### src/ltr_pkg.sv
// Package: register map, field layout, reset values and modes of the threshold bank
package ltr_pkg;
    localparam int          ADDR_W          = 8;
    localparam int          DATA_W          = 16;
    localparam int          LUX_W           = 24;
    // Register addresses
    localparam logic [7:0]  ADDR_LOWER      = 8'h02;
    localparam logic [7:0]  ADDR_UPPER      = 8'h03;
    localparam logic [7:0]  ADDR_MAKER      = 8'h7e;
    localparam logic [7:0]  ADDR_PART       = 8'h7f;
    localparam logic [7:0]  ADDR_CTRL       = 8'h40;
    localparam logic [7:0]  ADDR_STATUS     = 8'h41;
    localparam logic [7:0]  ADDR_IRQ_STAT   = 8'h42;
    localparam logic [7:0]  ADDR_IRQ_MASK   = 8'h43;
    localparam logic [7:0]  ADDR_RESULT     = 8'h44;
    // Field positions of a threshold or result word
    localparam int          EXP_HI          = 15;
    localparam int          EXP_LO          = 12;
    localparam int          MAN_HI          = 11;
    localparam int          MAN_LO          = 0;
    // Reset values
    localparam logic [15:0] LOWER_RESET     = 16'h0000;
    localparam logic [15:0] UPPER_RESET     = 16'hbfff;
    localparam logic [1:0]  IRQ_MASK_RESET  = 2'h0;
    localparam logic [1:0]  CTRL_RESET      = 2'h0;
    // Masking applies to range codes below this
    localparam logic [3:0]  RANGE_AUTO      = 4'hc;
    // Highest exponent code with a defined full scale
    localparam logic [3:0]  EXP_MAX         = 4'hb;
    // Control and status bit positions
    localparam int          CTRL_MASK_BIT   = 0;
    localparam int          IRQ_ABOVE_BIT   = 0;
    localparam int          IRQ_BELOW_BIT   = 1;
    // Memory of the register file
    localparam int          MEM_DEPTH       = 2;
    localparam int          MEM_AW          = 1;
    localparam logic [0:0]  MEM_LOWER       = 1'h0;
    localparam logic [0:0]  MEM_UPPER       = 1'h1;
    // Read-out selector states
    typedef enum logic [2:0] {
        LTR_RD_MEM  = 3'b001,
        LTR_RD_REG  = 3'b010,
        LTR_RD_ZERO = 3'b100
    } ltr_rd_src_t;
endpackage : ltr_pkg

### src/ltr_limit_mem.sv
// Two-word threshold store with registered read data and written reset contents
module ltr_limit_mem #(
    parameter int          WIDTH = 16,
    parameter int          DEPTH = 2,
    parameter int          AW    = 1,
    parameter logic [15:0] INIT0 = 16'h0000,
    parameter logic [15:0] INIT1 = 16'hbfff
) (
    input  wire logic             clk_sys,
    input  wire logic             reset_n,
    input  wire logic             wr_en,
    input  wire logic [AW-1:0]    wr_addr,
    input  wire logic [WIDTH-1:0] wr_data,
    input  wire logic [AW-1:0]    rd_addr,
    output logic      [WIDTH-1:0] rd_data,
    output logic      [WIDTH-1:0] word0,
    output logic      [WIDTH-1:0] word1
);
    initial begin
        if (DEPTH != 2 || WIDTH != 16 || AW != 1) begin
            $error("ltr_limit_mem supports only two 16-bit words");
        end
    end

    typedef struct packed {
        logic [WIDTH-1:0] w0;
        logic [WIDTH-1:0] w1;
        logic [WIDTH-1:0] rd;
    } ltr_mem_state_t;

    ltr_mem_state_t st_r;
    ltr_mem_state_t st_nxt;

    // Write port and registered read port
    always_comb begin
        st_nxt = st_r;
        if (wr_en && wr_addr == 1'b0) begin
            st_nxt.w0 = wr_data;
        end
        if (wr_en && wr_addr == 1'b1) begin
            st_nxt.w1 = wr_data;
        end
        st_nxt.rd = (rd_addr == 1'b0) ? st_r.w0 : st_r.w1;
    end

    // State register
    always_ff @(posedge clk_sys or negedge reset_n) begin
        if (!reset_n) begin
            st_r <= '{w0: INIT0, w1: INIT1, rd: '0};
        end else begin
            st_r <= st_nxt;
        end
    end

    assign rd_data = st_r.rd;
    assign word0   = st_r.w0;
    assign word1   = st_r.w1;
endmodule // ltr_limit_mem

### src/ltr_threshold_regs.sv
// Threshold and identification register bank with lux comparison and interrupt
//
// Summary of operation
// - Lower limit: exponent bits 15:12, mantissa bits 11:0, writable, reset zero.
// - A limit means 0.01 lux times two to the exponent times mantissa.
// - Exponents 0 to 11 double full scale, 40.95 up to 83865.60 lux.
// - Result and limits are compared as common lux values, exponents may differ.
// - Comparison uses true result exponent; masking affects only the reported result.
// - Upper limit sets the upper level for interrupt and the above flag.
// - Upper limit has the same exponent and mantissa layout as the lower.
// - Upper limit at address 03h, reset BFFFh.
// - Read-only maker code register at 7Eh.
// - Read-only part code register at 7Fh.
// - Lower limit at address 02h gives the lower level for interrupt and the below flag.
// - Masking with range below 1100b reports exponent zero; comparison unchanged.
//
// Design decision made here: the plain strobed port.
module ltr_threshold_regs #(
    parameter logic [15:0] MAKER_CODE = 16'h00a5, // Arbitrary value
    parameter logic [15:0] PART_CODE  = 16'h0042, // Arbitrary value
    parameter int          LUX_BITS   = 24
) (
    input  wire logic        clk_sys,
    input  wire logic        reset_n,
    // Register port
    input  wire logic [7:0]  reg_addr,
    input  wire logic [15:0] reg_wdata,
    input  wire logic        reg_wr,
    input  wire logic        reg_rd,
    output logic      [15:0] reg_rdata,
    // Conversion engine side
    input  wire logic        conv_done,
    input  wire logic [15:0] conv_result,
    input  wire logic [3:0]  range_code,
    // Comparison outputs
    output logic             above_flag,
    output logic             below_flag,
    output logic             irq
);
    initial begin
        if (LUX_BITS != ltr_pkg::LUX_W) begin
            $error("LUX_BITS must equal the 24-bit lux width");
        end
    end

    // Lux value in 0.01 lux units: mantissa shifted by exponent
    function automatic logic [23:0] to_lux(input logic [15:0] word);
        logic [3:0]  e;
        logic [23:0] m;
        e = word[ltr_pkg::EXP_HI:ltr_pkg::EXP_LO];
        m = {12'h000, word[ltr_pkg::MAN_HI:ltr_pkg::MAN_LO]};
        if (e > ltr_pkg::EXP_MAX) begin
            e = ltr_pkg::EXP_MAX; // Undefined codes saturate to top scale
        end
        to_lux = m << e;
    endfunction

    typedef struct packed {
        logic [15:0]         result;
        logic [1:0]          ctrl;
        logic                above;
        logic                below;
        logic [1:0]          irq_stat;
        logic [1:0]          irq_mask;
        ltr_pkg::ltr_rd_src_t rd_src;
        logic [15:0]         rd_reg;
    } ltr_state_t;

    ltr_state_t  st_r;
    ltr_state_t  st_nxt;
    logic        mem_wr;
    logic [0:0]  mem_waddr;
    logic [0:0]  mem_raddr;
    logic [15:0] mem_rdata;
    logic [15:0] lower_word;
    logic [15:0] upper_word;
    logic [23:0] res_lux;
    logic [23:0] low_lux;
    logic [23:0] up_lux;
    logic [15:0] shown_result;

    // Threshold writes decode
    assign mem_wr    = reg_wr && (reg_addr == ltr_pkg::ADDR_LOWER
                                  || reg_addr == ltr_pkg::ADDR_UPPER);
    assign mem_waddr = (reg_addr == ltr_pkg::ADDR_UPPER) ? ltr_pkg::MEM_UPPER
                                                         : ltr_pkg::MEM_LOWER;
    assign mem_raddr = (reg_addr == ltr_pkg::ADDR_UPPER) ? ltr_pkg::MEM_UPPER
                                                         : ltr_pkg::MEM_LOWER;

    ltr_limit_mem #(
        .WIDTH (ltr_pkg::DATA_W),
        .DEPTH (ltr_pkg::MEM_DEPTH),
        .AW    (ltr_pkg::MEM_AW),
        .INIT0 (ltr_pkg::LOWER_RESET),
        .INIT1 (ltr_pkg::UPPER_RESET)
    ) u_mem (
        .clk_sys (clk_sys),
        .reset_n (reset_n),
        .wr_en   (mem_wr),
        .wr_addr (mem_waddr),
        .wr_data (reg_wdata),
        .rd_addr (mem_raddr),
        .rd_data (mem_rdata),
        .word0   (lower_word),
        .word1   (upper_word)
    );

    // Common lux values from the true result exponent
    assign res_lux = to_lux(conv_result);
    assign low_lux = to_lux(lower_word);
    assign up_lux  = to_lux(upper_word);

    // Reported result with optional exponent masking
    always_comb begin
        shown_result = st_r.result;
        if (st_r.ctrl[ltr_pkg::CTRL_MASK_BIT] && range_code < ltr_pkg::RANGE_AUTO) begin
            shown_result[ltr_pkg::EXP_HI:ltr_pkg::EXP_LO] = 4'h0;
        end
    end

    // Next-state logic
    always_comb begin
        st_nxt = st_r;
        // Comparison on each finished conversion, using current limits
        if (conv_done) begin
            st_nxt.result = conv_result;
            st_nxt.above  = res_lux > up_lux;
            st_nxt.below  = res_lux < low_lux;
        end
        // Control register write
        if (reg_wr && reg_addr == ltr_pkg::ADDR_CTRL) begin
            st_nxt.ctrl = reg_wdata[1:0];
        end
        // Mask register write
        if (reg_wr && reg_addr == ltr_pkg::ADDR_IRQ_MASK) begin
            st_nxt.irq_mask = reg_wdata[1:0];
        end
        // Write one to clear, set wins
        if (reg_wr && reg_addr == ltr_pkg::ADDR_IRQ_STAT) begin
            st_nxt.irq_stat = st_r.irq_stat & ~reg_wdata[1:0];
        end
        if (conv_done && res_lux > up_lux) begin
            st_nxt.irq_stat[ltr_pkg::IRQ_ABOVE_BIT] = 1'b1;
        end
        if (conv_done && res_lux < low_lux) begin
            st_nxt.irq_stat[ltr_pkg::IRQ_BELOW_BIT] = 1'b1;
        end
        // Read source selection, data in the following cycle
        st_nxt.rd_src = ltr_pkg::LTR_RD_ZERO;
        st_nxt.rd_reg = 16'h0000;
        if (reg_rd) begin
            unique case (reg_addr)
                ltr_pkg::ADDR_LOWER, ltr_pkg::ADDR_UPPER: begin
                    st_nxt.rd_src = ltr_pkg::LTR_RD_MEM;
                end
                ltr_pkg::ADDR_MAKER: begin
                    st_nxt.rd_src = ltr_pkg::LTR_RD_REG;
                    st_nxt.rd_reg = MAKER_CODE;
                end
                ltr_pkg::ADDR_PART: begin
                    st_nxt.rd_src = ltr_pkg::LTR_RD_REG;
                    st_nxt.rd_reg = PART_CODE;
                end
                ltr_pkg::ADDR_CTRL: begin
                    st_nxt.rd_src = ltr_pkg::LTR_RD_REG;
                    st_nxt.rd_reg = {14'h0000, st_r.ctrl};
                end
                ltr_pkg::ADDR_STATUS: begin
                    st_nxt.rd_src = ltr_pkg::LTR_RD_REG;
                    st_nxt.rd_reg = {14'h0000, st_r.below, st_r.above};
                end
                ltr_pkg::ADDR_IRQ_STAT: begin
                    st_nxt.rd_src = ltr_pkg::LTR_RD_REG;
                    st_nxt.rd_reg = {14'h0000, st_r.irq_stat};
                end
                ltr_pkg::ADDR_IRQ_MASK: begin
                    st_nxt.rd_src = ltr_pkg::LTR_RD_REG;
                    st_nxt.rd_reg = {14'h0000, st_r.irq_mask};
                end
                ltr_pkg::ADDR_RESULT: begin
                    st_nxt.rd_src = ltr_pkg::LTR_RD_REG;
                    st_nxt.rd_reg = shown_result;
                end
                default: begin
                    st_nxt.rd_src = ltr_pkg::LTR_RD_ZERO; // Unmapped reads zero
                end
            endcase
        end
    end

    // State register
    always_ff @(posedge clk_sys or negedge reset_n) begin
        if (!reset_n) begin
            st_r <= '{result: 16'h0000, ctrl: ltr_pkg::CTRL_RESET,
                      above: 1'b0, below: 1'b0, irq_stat: 2'h0,
                      irq_mask: ltr_pkg::IRQ_MASK_RESET,
                      rd_src: ltr_pkg::LTR_RD_ZERO, rd_reg: 16'h0000};
        end else begin
            st_r <= st_nxt;
        end
    end

    // Read data mux: memory word and register word both arrive registered
    always_comb begin
        unique case (st_r.rd_src)
            ltr_pkg::LTR_RD_MEM:  reg_rdata = mem_rdata;
            ltr_pkg::LTR_RD_REG:  reg_rdata = st_r.rd_reg;
            ltr_pkg::LTR_RD_ZERO: reg_rdata = 16'h0000;
            default:              reg_rdata = 16'h0000;
        endcase
    end

    // Flags and interrupt level
    assign above_flag = st_r.above;
    assign below_flag = st_r.below;
    assign irq        = |(st_r.irq_stat & st_r.irq_mask);
endmodule // ltr_threshold_regs

### config.mk
export PLATFORM = sky130hd
export DESIGN_NAME = ltr_threshold_regs
export DESIGN_NICKNAME = d
export VERILOG_FILES = /design/src/ltr_pkg.sv /design/src/ltr_limit_mem.sv /design/src/ltr_threshold_regs.sv
export SDC_FILE = /design/constraint.sdc
export NUM_CORES = 1
export LEC_CHECK = 0
export ABC_AREA = 1
export BUFFER_PORTS_ARGS = -buffer_cell sky130_fd_sc_hd__buf_2
export CAP_MARGIN = 15
export CORE_MARGIN = 5
export CORE_UTILIZATION = 65
export DETAILED_ROUTE_END_ITERATION = 10
export PLACE_DENSITY = 0.86
export SLEW_MARGIN = 20
export SYNTH_ARGS = -nofsm -noshare
export SYNTH_HDL_FRONTEND = slang
export SYNTH_SLANG_ARGS = --single-unit
### constraint.sdc
create_clock -name clk_sys -period 5.46 [get_ports clk_sys]
set_clock_uncertainty 0.15 [all_clocks]
set_input_delay 1.092 -clock clk_sys [delete_from_list [all_inputs] [get_ports clk_sys]]
set_output_delay 1.092 -clock clk_sys [all_outputs]
set_load 0.02 [all_outputs]
==> run summary, run 1 <==
status = completed
switching share of power = 30.79%
total CTS buffers = 9
clock sink total = 91
fin area = 7196 um2
number of flops mapped to enable cells by yosys = 0
die extent in y = 110.9 um
Final HPWL DP = 13.12 mm
CP Launch Point = conv_result[15]
TNS Setup = 0 ns
RSZ-0062 raised after global routing = no
row count = 36
fmax = 0.2667 GHz
Vias/cell = 5.615
Req. time, crit path = 5.61 ns
wire per inst = 14.80 um
antenna-violating nets left = 0
vias in the first global route = 5826
CTS H-tree depth = 3
DRT iter0 DRCs = 702
Inst Count DP = 1112
first-pass GRT wire length = 27.80 mm
DRT Wirelength = 16.69 mm
Setup Buffers After CTS = 0
pwr/cell area = 235.9 nW/um2
gr ovfl total = 0
Reg clk slew, reported paths = 0.08 ns
worst r2r path cells = 18
max cap viols = 0
non-filler cells, final = 1128
WHS = 0.3420 ns
async set-reset flop share out of synthesis = 100.0%
initial antenna violation count = 0
warnings from Yosys = 0
Syn Inst Count = 944
Final Total Pwr = 1.697 mW
TritonRoute pass-1 iters = 8
Die ar. = 12300 um2
gr usage total = 27.59%
Fill cells = 839
post-synth cell types = 43
Final Setup Violations = 0
Avg Cell Area, Syn = 7.013 um2
Int Pwr = 1.175 mW
crit start category = input pin
Vias = 6334
hold_sp = u_mem.word0[1]
post-CTS sizing = 0
Top FF cell, synth = dfrtp_1
area grow syn2layout = 8.694%
NetSw = 0.5226 mW
final hold violations = 0
Critical Path Sink = st_r[21]
remaining routing DRC violations = 0
CP Class = input pin to flip-flop
Slew Limit Fails = 0
actual slew at the worst max-slew pin = 1.077 ns
clk_lat worst skew = 0.36 ns
synthesized area = 6620 um2
HP Class = flip-flop to flip-flop
Ant. Diodes = 0
# nets final = 1086
Die X = 110.9 um
nature of the critical path endpoint = flip-flop
Bufs on Longest Clock Path = 2
Port-buffer cells = 65
Clk pwr share = 32.0%
Synth Register Bits = 91
Relative slew margins = 27.98%
GPL Wtd Cong = 0.9839
Comb pwr share = 24.0%
CP Max Fanout = 23
Root Driver = clkbuf_8
CTS tree = built
Leakage = 3.357 nW
largest net degree at the start of global routing = 57
Crit Reg-Reg Startpoint = u_mem.word1[15]
Post-DP Area = 6952 um2
core area = 9864 um2
layout cells sized above 1 = 12.66%
Worst Path Arrival = 3.90 ns
worst IR drop on VDD = 0.1973 mV
post-synthesis sequential area ratio = 34.70%
I/O pins = 68
reg2reg setup slack = 1.87 ns
Worst R2R End = st_r[21]
final worst path period share = 68.68%
Reg power frac = 44.0%
crit path time final = 3.750 ns
initial core utilization = 67.11%
Post-CTS Hold Fix Bufs = 0
logic make-up (layout without fill, tap and decap cells):
logic type / count (synthesis) / after routing / synth area share (%)
adders and majority gates: 47 / 47 / 8.883
AOI/OAI and AO/OA: 239 / 239 / 19.75
buffers and inverters: 178 / 227 / 10.91
other: 2 / 4 / 0.1134
DFF: 91 / 91 / 34.70
muxes: 8 / 8 / 1.229
and+or+nand+nor: 379 / 379 / 24.42
worst max-delay path: stages:
cell	delay (ns)
buf_2	0.27
nand2_2	0.17
nand2_4	0.23
nand2_1	0.08
o21ai_0	0.08
inv_1	0.10
o21ai_2	0.19
nor2_1	0.06
a221oi_1	0.43
ha_1	0.24
nand4_1	0.10
nor4_1	0.31
o21ai_0	0.15
o211ai_1	0.11
nand2_1	0.16
nand2_1	0.11
stage by stage:
stage	util (%)	setup WS, ns
after floorplan	-	2.269
after global placement	70.47	1.504
after detailed placement	70.47	1.437
after CTS	72.95	1.795
after global routing	72.95	1.531
final	72.95	1.710
state kept, by name, summed over array words and instances (netlist names):
signal	flops
above_flag	1
u_mem.word0	16
st_r	29
below_flag	1
u_mem.word1	16
u_mem.rd_data	16
shown_result	12
power groups by stage:
| stage | Combinational, mW | Clock [mW] | Sequential, mW |
|---|---|---|---|
| 2_1_floorplan | 0.294 | 0 | 0.746 |
| 3_3_place_gp | 0.388 | 0 | 0.758 |
| 3_5_place_dp | 0.402 | 0 | 0.758 |
| 4_1_cts | 0.404 | 0.548 | 0.746 |
| 5_1_grt | 0.470 | 0.584 | 0.751 |
| 6_report | 0.408 | 0.543 | 0.747 |
cells in the final DEF (no fill, tap or decap), types with 2 or more instances in the layout:
master,count
inv_2,2
o221ai_1,3
a211oi_1,3
nor2_2,4
a221oi_2,2
o211ai_1,5
o21ai_0,141
a21oi_2,2
nand3_2,2
o22ai_1,13
a21oi_1,33
a31oi_1,2
nand2_4,4
nor2_1,46
mux2i_1,7
clkbuf_8,10
clkbuf_1,2
conb_1,4
o21ai_1,26
o21ai_2,5
buf_4,2
dfstp_2,16
bufinv_16,3
nor3_1,8
or2_1,3
nand2_1,251
clkinv_1,3
buf_2,64
nor4_1,6
nand3_1,33
nand2_2,6
nand4_1,13
ha_1,47
inv_1,140
dfrtp_1,75
synthesized netlist by cell type (all sizes together) (8+ instances only):
master	n	area [um2]
nand3	35	185.2
nand2	261	1025
inv	142	533.0
clkbuf	13	48.80
nor2	51	209.0
dfrtp	75	1877
nor3	8	40.04
dfstp	16	420.4
o21ai	172	879.6
o22ai	13	81.33
buf	20	128.9
ha	47	588.1
nand4	13	81.33
a21oi	35	182.7
worst min path at each step:
stage / end / slack [ns] / cells past startpoint
2_1_floorplan: u_mem.word0[12] / 0.30 / 2
3_3_place_gp: u_mem.word0[13] / 0.32 / 2
3_5_place_dp: u_mem.word0[1] / 0.33 / 2
4_1_cts: u_mem.word0[1] / 0.34 / 2
5_1_grt: st_r[26] / 0.37 / 2
6_report: u_mem.word0[1] / 0.34 / 2
area by class of cell:
| cell class | count | area [um2] | area share, % |
|---|---|---|---|
| clock inverter | 4 | 98.84 | 1.374 |
| clock buffer | 12 | 145.1 | 2.017 |
| multi-input combinational | 677 | 3608 | 50.15 |
| sequential | 91 | 2297 | 31.92 |
| tap | 133 | 166.4 | 2.313 |
| timing repair buffer | 66 | 335.3 | 4.660 |
| inverter | 145 | 544.3 | 7.564 |
per-layer routing:
layer,vias to the layer above,track usage [%],share of wire (%),routed length (um)
met4,0,10.43,3.6,597
met3,42,6.223,6.9,1159
met1,2866,36.43,43,7254
met2,244,44.38,46,7679
met5,-,0,0,0
li1,3182,-,-,-
No activity file was read; power rests on OpenSTA's default activity.
==> run 2: changes to the inputs <==
--- a/config.mk
+++ b/config.mk
@@ -5,13 +5,13 @@
 export SDC_FILE = /design/constraint.sdc
 export NUM_CORES = 1
 export LEC_CHECK = 0
-export ABC_AREA = 1
+export ABC_AREA = 0
 export BUFFER_PORTS_ARGS = -buffer_cell sky130_fd_sc_hd__buf_2
 export CAP_MARGIN = 15
 export CORE_MARGIN = 5
-export CORE_UTILIZATION = 65
+export CORE_UTILIZATION = 54
 export DETAILED_ROUTE_END_ITERATION = 10
-export PLACE_DENSITY = 0.86
+export PLACE_DENSITY = 0.76
 export SLEW_MARGIN = 20
 export SYNTH_ARGS = -nofsm -noshare
 export SYNTH_HDL_FRONTEND = slang
==> constraint.sdc (replaced) <==
create_clock -name clk_sys -period 3.3 [get_ports clk_sys]
set_clock_uncertainty 0.15 [all_clocks]
set_input_delay 0.66 -clock clk_sys [delete_from_list [all_inputs] [get_ports clk_sys]]
set_output_delay 0.66 -clock clk_sys [all_outputs]
set_load 0.02 [all_outputs]
==> run 2 against run 1 <==
Compared with the run above:
- synthesized cell count shrank 32%
- final cell count shrank 19%
- wire length grew 12%
- via count shrank 8.4%
- critical path depth shrank 6
- first-iteration DRC count shrank 22%
- die area grew 18%
- sequential cell count is the same
- utilization shrank 6.6 points
- count of clock-buffer cells in the layout shrank 2
- highest routed layer unchanged
==> run summary, run 2 <==
DRT Wirelength = 18.77 mm
Final Total Pwr = 2.981 mW
number of flops mapped to enable cells by yosys = 0
final worst path period share = 98.43%
pwr/cell area = 374.3 nW/um2
Crit Reg-Reg Startpoint = u_mem.word1[15]
Final HPWL DP = 14.34 mm
Synth Register Bits = 91
antenna-violating nets left = 0
Req. time, crit path = 3.43 ns
CP Max Fanout = 6
pre-CTS setup slack = -0.2175 ns
gr ovfl total = 0
Vias/cell = 6.384
reg2reg setup slack = 0.05 ns
status = completed
layout cells sized above 1 = 39.37%
synth top area cells = dfrtp_1 (28%), mux2_2 (13%), ha_1 (8.9%)
CTS tree = built
Die X = 120.7 um
initial antenna violation count = 0
post-synthesis sequential area ratio = 34.74%
row count = 40
Bufs on Longest Clock Path = 2
async set-reset flop share out of synthesis = 100.0%
worst r2r path cells = 10
crit path time final = 3.248 ns
Synth top area share = 28.38%
largest net degree at the start of global routing = 92
Leakage = 3.582 nW
gr usage total = 25.53%
synthesized area = 6613 um2
area grow syn2layout = 20.45%
Die ar. = 14560 um2
register name with the most flops = st_r
CP Launch Point = u_mem.word1[15]
remaining routing DRC violations = 0
commonest non-fill, non-tap cells in the layout = mux2_2 (76), dfrtp_1 (75), buf_4 (69)
Avg Cell Area, Syn = 10.25 um2
synth cell count leaders = mux2_2 (77), dfrtp_1 (75), nand2_1 (58), ha_1 (47), mux2i_1 (46)
Final Setup Violations = 0
crit start category = flip-flop
Port-buffer cells = 65
nature of the critical path endpoint = flip-flop
max cap viols = 0
WHS = 0.1710 ns
CP Class = flip-flop to flip-flop
Worst Path Arrival = 3.38 ns
fmax = 0.3079 GHz
first-pass GRT wire length = 29.27 mm
Final Core Density = 66.31%
wire per inst = 20.64 um
Ant. Diodes = 0
initial core utilization = 55.05%
post-synth cell types = 66
final hold violations = 0
warnings from Yosys = 0
Reg clk slew, reported paths = 0.07 ns
GPL Wtd Cong = 0.9826
RSZ-0062 raised after global routing = yes
Relative slew margins = 43.88%
DRT iter0 DRCs = 546
worst IR drop on VDD = 0.2390 mV
Worst R2R End = above_flag
I/O pins = 68
total CTS buffers = 9
clk_lat worst skew = 0.35 ns
die extent in y = 120.7 um
Syn Inst Count = 645
core area = 12010 um2
Top FF cell, synth = dfrtp_1
vias in the first global route = 5650
CTS H-tree depth = 3
Slew Limit Fails = 0
HP Class = input pin to asynchronous set/reset pin
TritonRoute pass-1 iters = 8
# nets final = 853
Root Driver = clkbuf_16
Vias = 5803
actual slew at the worst max-slew pin = 0.8342 ns
most common cell after layout, fill and taps aside = mux2_2
Final WS setup = 0.05197 ns
most frequent cell after synthesis = mux2_2
Largest register FFs = 29
Synth area leader = dfrtp_1
clock sink total = 91
[run 2: final cells by class]
type	count	area [um2]
Fill cell	907	4046
Timing Repair Buffer	138	943.4
Clock inverter	6	48.80
Clock buffer	10	229.0
Sequential cell	91	2297
Tap cell	147	183.9
Multi-Input combinational cell	509	4233
Inverter	8	30.03
[run 2: where the power goes]
part           internal [mW]  switching (mW)
clock                  0.520           0.448
sequential              1.19          0.0676
combinational          0.359           0.400
[run 2: timing repair]
action                     4_1_cts  5_1_grt
hold buffers                     0        0
gates cloned                     0        1
setup endpoints to repair        2        4
pin swaps                        0        8
resized for setup                4       31
buffers inserted                 0        4
[run 2: logic make-up after synthesis]
logic type | after synthesis | synth area share [%]
flops | 91 | 34.74
mux | 137 | 24.67
buf+inv | 47 | 3.633
simple gates | 193 | 14.78
compound gates | 128 | 13.17
fa+ha+maj | 47 | 8.893
other cells | 2 | 0.1136
[run 2: how the worst max path moves through the flow]
stage	to	depth (start not counted)	slack, ns
after floorplan	st_r[21]	12	0.008
after global placement	st_r[21]	14	-0.14
after detailed placement	st_r[21]	14	-0.22
after CTS	above_flag	14	0.007
after global routing	above_flag	10	-0.06
final	above_flag	10	0.05
[run 2: stage by stage]
step           setup TNS, ns  area [um2]  cells
2_1_floorplan              0        6629    647
3_3_place_gp         -0.4894        7472    889
3_5_place_dp         -0.7490        7472    889
4_1_cts                    0        7775    905
5_1_grt              -0.1090        7965    909
6_report                   0        7965    909
[run 2: critical path, stage by stage (launching register included)]
cell,delay [ns]
dfstp_2,0.57
a21o_4,0.20
mux4_2,0.57
mux2_4,0.28
mux2i_2,0.17
ha_1,0.16
nand4_1,0.12
nor4_2,0.34
o31ai_1,0.13
a31oi_2,0.35
a21o_1,0.12
[run 2: per-layer routing]
metal | GRT usage [%] | part of all wire (%) | wire [um]
met1 | 34.03 | 42 | 7864
met2 | 40.87 | 47 | 8808
met3 | 3.835 | 7.0 | 1310
met4 | 12.25 | 4.2 | 783
met5 | 0 | 0 | 0
